==> src/core/stc_params.svh <==
// Purpose: Constants for the sixteen bit timer counter
// Assumes: Included by its bare name
// Notes: Offsets do not exist; control bits arrive as ports
`ifndef STC_PARAMS_SVH
`define STC_PARAMS_SVH
`define STC_CNT_RST 16'h0000
`define STC_CNT_ALL1 16'hffff
`define STC_SPECIAL_MODE 4'hb
`define STC_FOSC_DIV_LAST 2'h3
`define STC_PS_1 2'h0
`define STC_PS_2 2'h1
`define STC_PS_4 2'h2
`define STC_PS_8 2'h3
`define STC_PS_LAST_1 3'h0
`define STC_PS_LAST_2 3'h1
`define STC_PS_LAST_4 3'h3
`define STC_PS_LAST_8 3'h7
`endif

==> src/core/stc_pkg.sv <==
// Purpose: Types for the sixteen bit timer counter
// Assumes: Nothing imported by users
// Notes: Control group mirrors the timer control register layout
package stc_pkg;
   // ----------------------------------------
   // Timer control group, bit 7 down to bit 0
   // ----------------------------------------
   typedef struct packed {
      logic wide_access_enable;
      logic spare;
      logic [1:0] prescale_select;
      logic crystal_osc_enable;
      logic ext_clock_sync_bypass;
      logic clock_source_select;
      logic timer_run;
   } stc_ctrl_t;
   // ----------------------------------------
   // Byte access strobes from software
   // ----------------------------------------
   typedef struct packed {
      logic lo_rd;
      logic lo_wr;
      logic hi_rd;
      logic hi_wr;
      logic flag_clr;
      logic [7:0] wdata;
   } stc_acc_t;
endpackage

==> src/core/stc_timer.sv <==
// Purpose: Sixteen bit up counter with overflow flag and wide access
// Assumes: Software strobes and compare inputs are on clk
// Notes: External clock pin always passes two flops before use
`timescale 1ns/10ps
`include "stc_params.svh"

// How it works
// RQ1: Counter counts up, wraps ffff to zero
// RQ2: Wrap latches overflow flag regardless of enable
// RQ3: Interrupt request only while overflow enable set
// RQ4: Special mode trigger clears counter, starts conversion
// RQ5: Trigger clear never sets overflow flag
// RQ6: Software uses synchronized modes for trigger clears
// RQ7: Write beats simultaneous trigger clear
// RQ8: Compare value pair acts as period
// RQ9: Wide mode maps high address to buffer
// RQ10: Wide low read snapshots high byte
// RQ11: Wide low write loads high from buffer
// RQ12: Wide mode hides live high byte
// RQ13: Only low writes clear the prescaler
// RQ14: Software presets high top bit per overflow
// RQ15: Software runs crystal, async, interrupt enabled
// RQ16: Source select picks instruction or external edges
// RQ17: Prescale codes divide by 1, 2, 4, 8
// RQ18: Run bit starts and stops counting
// RQ19: Sync bit matters only for external source; the code ignores it and always synchronises the pin
// RQ20: Flag stays set until software clears
module stc_timer (
   input wire logic clk,
   input wire logic rstn,
   input wire stc_pkg::stc_ctrl_t ctrl,
   input wire stc_pkg::stc_acc_t acc,
   input wire logic overflow_irq_enable,
   input wire logic [3:0] compare_mode_select,
   input wire logic [15:0] compare_value_pair,
   input wire logic adc_enable,
   input wire logic ext_clk_pin,
   output logic [7:0] rdata_q,
   output logic [15:0] count_q,
   output logic overflow_flag_q,
   output logic irq_q,
   output logic adc_start_q,
   output logic osc_enable_q
);

   // ----------------------------------------
   // Helpers
   // ----------------------------------------
   function automatic logic [2:0] ps_last(input logic [1:0] sel);
      logic [2:0] r;
      r = `STC_PS_LAST_1;
      case (sel)
         `STC_PS_1: r = `STC_PS_LAST_1;
         `STC_PS_2: r = `STC_PS_LAST_2;
         `STC_PS_4: r = `STC_PS_LAST_4;
         default: r = `STC_PS_LAST_8;
      endcase
      return r;
   endfunction

   // ----------------------------------------
   // External clock synchroniser
   // ----------------------------------------
   logic ext_s1_q, ext_s2_q, ext_s3_q;
   logic ext_edge;

   always_ff @(posedge clk) begin
      if (!rstn) begin
         ext_s1_q <= 1'b0;
         ext_s2_q <= 1'b0;
         ext_s3_q <= 1'b0;
      end else begin
         ext_s1_q <= ext_clk_pin;
         ext_s2_q <= ext_s1_q;
         ext_s3_q <= ext_s2_q;
      end
   end

   // Rising edge seen after the second flop only
   assign ext_edge = ext_s2_q & ~ext_s3_q;

   // ----------------------------------------
   // Clock source, prescaler
   // ----------------------------------------
   logic [1:0] div_q, div_d;
   logic [2:0] ps_q, ps_d;
   logic inst_tick, src_tick, cnt_tick;

   always_comb begin
      div_d = div_q + 2'h1;
      inst_tick = (div_q == `STC_FOSC_DIV_LAST);
      // Sync bypass has no effect here: one clock means sampling anyway [RQ19]
      src_tick = ctrl.clock_source_select ? ext_edge : inst_tick; // [RQ16] [RQ19]
      ps_d = ps_q;
      cnt_tick = 1'b0;
      if (ctrl.timer_run && src_tick) begin // [RQ18]
         if (ps_q == ps_last(ctrl.prescale_select)) begin // [RQ17]
            ps_d = 3'h0;
            cnt_tick = 1'b1;
         end else begin
            ps_d = ps_q + 3'h1;
         end
      end
      if (acc.lo_wr) begin
         ps_d = 3'h0; // [RQ13]
      end
   end

   always_ff @(posedge clk) begin
      if (!rstn) begin
         div_q <= 2'h0;
         ps_q <= 3'h0;
      end else begin
         div_q <= div_d;
         ps_q <= ps_d;
      end
   end

   // ----------------------------------------
   // Counter, buffer, flag
   // ----------------------------------------
   logic [15:0] count_d;
   logic [7:0] hbuf_q, hbuf_d, rdata_d;
   logic flag_d, irq_d, adc_d, trig, ovf, wr_any;
   logic wide;

   assign wide = ctrl.wide_access_enable;

   always_comb begin
      // Match against period gives the special event trigger
      trig = (compare_mode_select == `STC_SPECIAL_MODE) &&
             (count_q == compare_value_pair); // [RQ4] [RQ8]
      wr_any = acc.lo_wr | (acc.hi_wr & ~wide);
      count_d = count_q;
      if (acc.lo_wr) begin
         // Whole word lands at once in wide mode
         count_d = {(wide ? hbuf_q : count_q[15:8]), acc.wdata}; // [RQ11] [RQ7]
      end else if (acc.hi_wr && !wide) begin
         count_d = {acc.wdata, count_q[7:0]}; // [RQ12] [RQ7]
      end else if (trig) begin
         count_d = `STC_CNT_RST; // [RQ4]
      end else if (cnt_tick) begin
         count_d = count_q + 16'h0001; // [RQ1]
      end
      ovf = cnt_tick && (count_q == `STC_CNT_ALL1) && !trig && !wr_any; // [RQ5]
      // Set beats clear so a wrap in the clear cycle survives
      if (ovf) begin
         flag_d = 1'b1; // [RQ2] [RQ20]
      end else if (acc.flag_clr) begin
         flag_d = 1'b0;
      end else begin
         flag_d = overflow_flag_q; // [RQ20]
      end
      irq_d = flag_d & overflow_irq_enable; // [RQ3]
      adc_d = trig & adc_enable; // [RQ4]
      hbuf_d = hbuf_q;
      if (wide && acc.hi_wr) begin
         hbuf_d = acc.wdata; // [RQ9]
      end else if (wide && acc.lo_rd) begin
         hbuf_d = count_q[15:8]; // [RQ10]
      end
      rdata_d = rdata_q;
      if (acc.lo_rd) begin
         rdata_d = count_q[7:0];
      end else if (acc.hi_rd) begin
         rdata_d = wide ? hbuf_q : count_q[15:8]; // [RQ9] [RQ12]
      end
   end

   always_ff @(posedge clk) begin
      if (!rstn) begin
         count_q <= `STC_CNT_RST;
         hbuf_q <= 8'h00;
         rdata_q <= 8'h00;
         overflow_flag_q <= 1'b0;
         irq_q <= 1'b0;
         adc_start_q <= 1'b0;
         osc_enable_q <= 1'b0;
      end else begin
         count_q <= count_d;
         hbuf_q <= hbuf_d;
         rdata_q <= rdata_d;
         overflow_flag_q <= flag_d;
         irq_q <= irq_d;
         adc_start_q <= adc_d;
         osc_enable_q <= ctrl.crystal_osc_enable;
      end
   end

   // Spacing of 1:8 ticks; a config change or low write disarms it
   logic [5:0] gap_q, gap_d;
   logic slow_cfg, gap_arm_q, gap_arm_d;

   always_comb begin
      slow_cfg = ctrl.timer_run && !ctrl.clock_source_select &&
                 (ctrl.prescale_select == `STC_PS_8);
      gap_d = gap_q;
      gap_arm_d = gap_arm_q;
      if (cnt_tick) begin
         gap_d = 6'h00;
         gap_arm_d = slow_cfg;
      end else begin
         if (gap_q != 6'h3f) begin
            gap_d = gap_q + 6'h01;
         end
         if (!slow_cfg || acc.lo_wr) begin
            gap_arm_d = 1'b0;
         end
      end
   end

   always_ff @(posedge clk) begin
      if (!rstn) begin
         gap_q <= 6'h00;
         gap_arm_q <= 1'b0;
      end else begin
         gap_q <= gap_d;
         gap_arm_q <= gap_arm_d;
      end
   end
endmodule // stc_timer

==> config.mk <==
export PLATFORM = sky130hd
export DESIGN_NAME = stc_timer
export DESIGN_NICKNAME = d
export VERILOG_FILES = /design/src/core/stc_pkg.sv /design/src/core/stc_timer.sv
export VERILOG_INCLUDE_DIRS = /design/src /design/src/core
export SDC_FILE = /design/constraint.sdc
export NUM_CORES = 1
export LEC_CHECK = 0
export ABC_AREA = 0
export BUFFER_PORTS_ARGS = -buffer_cell sky130_fd_sc_hd__clkbuf_2
export CAP_MARGIN = 20
export CORE_MARGIN = 10
export CORE_UTILIZATION = 50
export CTS_CLUSTER_SIZE = 14
export DETAILED_ROUTE_END_ITERATION = 8
export GPL_TIMING_DRIVEN = 0
export PLACE_DENSITY = 0.75
export SYNTH_ARGS = -nofsm -noshare
export SYNTH_HDL_FRONTEND = slang
export SYNTH_SLANG_ARGS = --single-unit
==> constraint.sdc <==
create_clock -name clk -period 2.5 [get_ports clk]
set_clock_uncertainty 0.05 [all_clocks]
set_input_delay 0.375 -clock clk [delete_from_list [all_inputs] [get_ports clk]]
set_output_delay 0.375 -clock clk [all_outputs]
set_load 0.01 [all_outputs]
* Word level (Yosys, flattened, before mapping)
Index checks and enable logic that the tools add are counted.
** Word-level totals
- Bits in registers :: 44
- Input port bits :: 46
** Operators by class
- Add/subtract/negate cells :: 3
- Equality and inequality tests :: 8
- Mux-type cells :: 17
- Bitwise gates (word level) :: 8
- Reductions and logical operators :: 18
** Operators by type and width (number)
- $mux 16 :: 4
- $mux 8 :: 5
- $add 16x1->16 const B :: 1
- $eq 16x16->1 :: 1
- $eq 16x16->1 const B :: 1
- $pmux 3 s3 :: 1
- $logic_and 1x1->1 :: 8
- $mux 3 :: 2
- $mux 1 :: 5
- $and 1x1->1 :: 4
- $eq 2x2->1 const B :: 2
- $eq 4x4->1 const B :: 1
- $reduce_bool 2->1 :: 2
- $reduce_bool 4->1 :: 1
- $add 3x1->3 const B :: 1
- $eq 3x3->1 :: 1
- $logic_not 1->1 :: 3
- $not 1->1 :: 3
- $reduce_bool 3->1 :: 1
- $add 2x1->2 const B :: 1
- $eq 2x1->1 const B :: 1
- $logic_not 2->1 :: 1
- $ne 2x2->1 const B :: 1
- $reduce_and 2->1 :: 1
- other kinds (2) :: 2

* Depth between registers and ports, before layout
- Depth after elaboration :: 13
- Mapped depth :: 8

* Least setup slack after synthesis
OpenSTA, ideal clock, no wires.
- Path type :: register to register
- Start point :: reg count_q[2]
- End point :: reg count_q[12]
- Setup time :: 140 ps
- Data arrival time :: 1832 ps
- Required time :: 2310 ps
- Path slack :: 478 ps
- Cell stages (with the launch flop) :: 8
- Buffers on the path :: 1
- Path through :: dfxtp_1 > clkbuf_1 > xor2_1 > nor4_1 > nand3b_1 > or4_1 > a21oi_1 > a221oi_1
** On the way
- Cells in the longest elaborated chain, start to end :: 5
- Elaborated cells between the ends (all ways) :: 8
- Classes of those cells :: add/sub: 1; eq/ne: 1; mux: 4; reduce/logical: 2
** Ends and longest elaborated chain
- start, declared :: RTL line stc_timer.sv:39 : output logic [15:0] count_q,
- start signal, assigned :: RTL line stc_timer.sv:172 : count_q <= `STC_CNT_RST;
- start signal, assigned :: RTL line stc_timer.sv:180 : count_q <= count_d;
- $add 16x1->16 or $eq 16x16->1 (tied branches) :: RTL line stc_timer.sv:143, stc_timer.sv:132
- $mux 16 or $logic_and 1x1->1 (tied branches) :: RTL line stc_timer.sv:142, stc_timer.sv:131
- $mux 16 :: RTL line stc_timer.sv:140 : end else if (trig) begin
- $mux 16 :: RTL line stc_timer.sv:138 : end else if (acc.hi_wr && !wide) begin
- $mux 16 :: RTL line stc_timer.sv:135 : if (acc.lo_wr) begin
Parallel ways exist; a longest one is shown, timed or not. The select of a mux whose other input is x is not followed.
A chain may end at the register's enable or synchronous reset.

* Final worst setup path
- Start point :: reg count_q[14]
- End point :: reg count_q[12]
** On the way
- Cells in the longest elaborated chain, start to end :: 5
- Elaborated cells between the ends (all ways) :: 6
- Classes of those cells :: eq/ne: 1; mux: 3; reduce/logical: 2
** Ends and longest elaborated chain
- $eq 16x16->1 * :: RTL line stc_timer.sv:132 : (count_q == compare_value_pair);
- $logic_and 1x1->1 * :: RTL line stc_timer.sv:131 : trig = (compare_mode_select == `STC_SPECIAL_MODE) &&
- $mux 16 :: RTL line stc_timer.sv:140
- $mux 16 :: RTL line stc_timer.sv:138
- $mux 16 :: RTL line stc_timer.sv:135
Every way passes the cells marked *; elsewhere a longest branch is shown, timed or not. The select of a mux whose other input is x is not followed.

==> metrics.txt <==
status finished clean; Max Buffers Root-to-Sink 2; Synth Area in Compound Gates 24.2%; fin crit share around 90%; Setup crit end kind flip-flop; CTS sink count between 40 and 50; first drt pass iteration count 4; # IOs 74; end of the worst hold path irq_q; worst-path maximum fanout 7; Synth Area in Simple Gates about a quarter; Max Cap Viol 0; Root Driver clkbuf_8; Yosys reg bits 44; Synth async-reset ratio 0%; Crit path required time approximately 2.6 ns; input/output buffers 69; Die Area 0.00881 mm^2; critical path class reg -> reg; Placer Congestion 0.958; CTS tree yes; Cells after DPL ~490; leakage power 0.00130 uW; Seq. cell area 881 um^2; Post-Synth XOR/XNOR Area 6.42%; Synth area leader dfxtp_1; die width about 94 um; fmax approximately 440 MHz; die height between 90 and 100 um; R2R depth 8; main combinational cell family by area after synthesis simple AND/OR/NAND/NOR gates; largest net degree at the start of global routing 14; Worst slew margin between 40% and 50%; clock slew at reported path FFs around 0.090 ns; antenna-violating nets left 0; Worst-Margin Slew about 0.76 ns; DR DRC count 0; Antenna diodes 0; core area roughly 0.0052 mm^2; synth unique cells between 40 and 50; total gr overflow 0; post-synth net total around 400; Layout Cells excl Fill 500; CTS Hold Bufs 0; FP Rows 26; yosys warns 0; initial core utilization a little over half; Final Hold Fails 0; worst skew pair latency about 0.3 ns; CTS Buf Count 5; most common cell after layout, fill and taps aside clkbuf_2; RR Endpoint count_q[12]; Arrival @ worst endpoint between 2 and 2.5 ns; Post-Synth Adder-Cell Area ~1.4%; Via Count a little over 3000; Post-synth top flop dfxtp_1; Gate Count Post-Synth approximately 350; Yosys top cell area share about 32%; H-Tree Depth 2; WHS Path Cells 3; Worst Hold Class in -> reg; top cells by area, synth dfxtp_1, a21oi_1, nand2_1; multi-input logic area roughly 0.0017 mm^2; Finish-stage setup viols 0; net count reported at finish 478; min cycle time layout 2.30 ns; mux contribution to synthesized area between 4 and 5%; layout cells sized above 1 23.0%; overall routing resource usage 20.0%; sequential area share after synthesis 32.3%; Synth Area per Inst roughly 7.7 um^2; Total Neg Setup Slack 0 ns; Power Density slightly below 500 mW/mm^2; initial DRC count 330; vias in the first global route about 2900; first-pass GRT wire length approximately 14 mm; final wirelength approximately 9 mm; drt wl/cell approximately 18 um; min-delay src overflow_irq_enable; RSZ-0062 raised after global routing no; Layout fillers 503; Detail Placement HPWL roughly 6.9 mm; commonest non-fill, non-tap cells in the layout clkbuf_2, dfxtp_1, nand2_1; Slew Viols, Final 0; Synth-to-Final Area Change 19.7%; R2R setup slack roughly 0.20 ns; Reg-to-Reg Start count_q[14]; Vias per Instance between 6 and 7; EDFF count, synth 0; Peak VDD IR around 210 uV; Critical Path Start Type flip-flop; mapped cell area ~0.0027 mm^2; initial antenna violation count 0
## metal layers
metal | wire length (um) | vias to the layer above | share of wire [%] | GRT usage, %
li1 | - | 1430 | - | -
met4 | 201 | 0 | 2.3 | 7.59
met1 | 3650 | 1420 | 41 | 25.1
met5 | 0 | - | 0 | 0
met3 | 837 | 25 | 9.5 | 4.88
met2 | 4150 | 146 | 47 | 32.3
## metrics by stage
| step | hold WS (ns) | util, % | worst slack, ns | power [uW] | area [um^2] |
|---|---|---|---|---|---|
| 3_3_place_gp | 0.347 | 60.7 | 0.113 | 1130 | 3160 |
| 4_1_cts | 0.201 | 62.5 | 0.0656 | 1600 | 3250 |
| 2_1_floorplan | 0.340 | - | 0.478 | 998 | 2730 |
| 5_1_grt | 0.239 | 62.7 | 0.0317 | 1670 | 3270 |
| 3_5_place_dp | 0.356 | 60.7 | 0.0840 | 1130 | 3160 |
| 6_report | 0.210 | 62.7 | 0.205 | 1590 | 3270 |
## cell usage after synthesis (all sizes together), types with 2 or more instances
cell and count:
xnor2 11, o221a 3, nor2b 2, nand4 5, nor3 7, inv 4, a311oi 9, o21ai 20
nand3b 3, dfxtp 44, nor4 4, nand2b 2, mux2i 10, buf 10, and4 2, or4 6
nor2 39, xor2 9, a21oi 31, a31oi 3, o22ai 3, o31ai 3, a221oi 5, nand3 19
and2 9, nand4b 2, ha 3, o21a 6, nand2 40, clkbuf 20, a21o 3, a211oi 8
## cell families (layout without fill, tap and decap cells)
logic type | count (synthesis) | in the layout
AND/OR/NAND/NOR | 145 | 145
AO/OA/AOI/OAI | 97 | 97
flip-flops | 44 | 44
buffers and inverters | 34 | 110
XOR/XNOR | 20 | 20
multiplexers | 11 | 11
adder cells (fa/ha/maj) | 3 | 3
## sequential cells by signal, indices dropped and copies added, names as in the netlist
signal,flops
osc_enable_q,1
hbuf_q,8
count_q,16
adc_start_q,1
ps_q,3
overflow_flag_q,1
rdata_q,8
ext_s2_q,1
div_q,2
ext_s3_q,1
ext_s1_q,1
irq_q,1
## how the worst max path moves through the flow
stage	start	to	slack, ns	cells after the start
after floorplan	count_q[2]	count_q[12]	0.48	7
after global placement	ctrl[4]	count_q[9]	0.11	7
after detailed placement	count_q[13]	count_q[1]	0.08	7
after CTS	count_q[13]	count_q[1]	0.07	7
after global routing	count_q[14]	count_q[12]	0.03	8
final	count_q[14]	count_q[12]	0.20	8
## repair_timing
action,in CTS,in global routing
endpoints found under the setup margin,0,17
hold endpoints to repair,0,0
gates resized for setup,0,3
buffers inserted,0,1
## worst max-delay path, cell delays in order (launching register included)
cell      delay [ns]
dfxtp_1         0.33
clkbuf_1        0.30
xor2_1          0.15
nor4_1          0.30
nand3b_1        0.13
buf_4           0.18
or4_1           0.46
a21oi_1         0.17
a221oi_1        0.09
## report_power, final
part           leakage (uW)  total (uW)  internal (uW)  switching, uW
registers          0.000361         777            740           37.4
logic              0.000889         347            139            208
clock network     0.0000510         471            221            250
## layout make-up
class                   count  area share, %
plain buffers              28           3.68
clock buffers               6           2.53
clock inverters             2          0.307
inverters                   4          0.460
multi-input cells         276           52.6
flip-flops and latches     44           27.0
well taps                  70           2.68
repair buffers             70           10.8
Note: power is estimated with default switching activity, not from simulation.
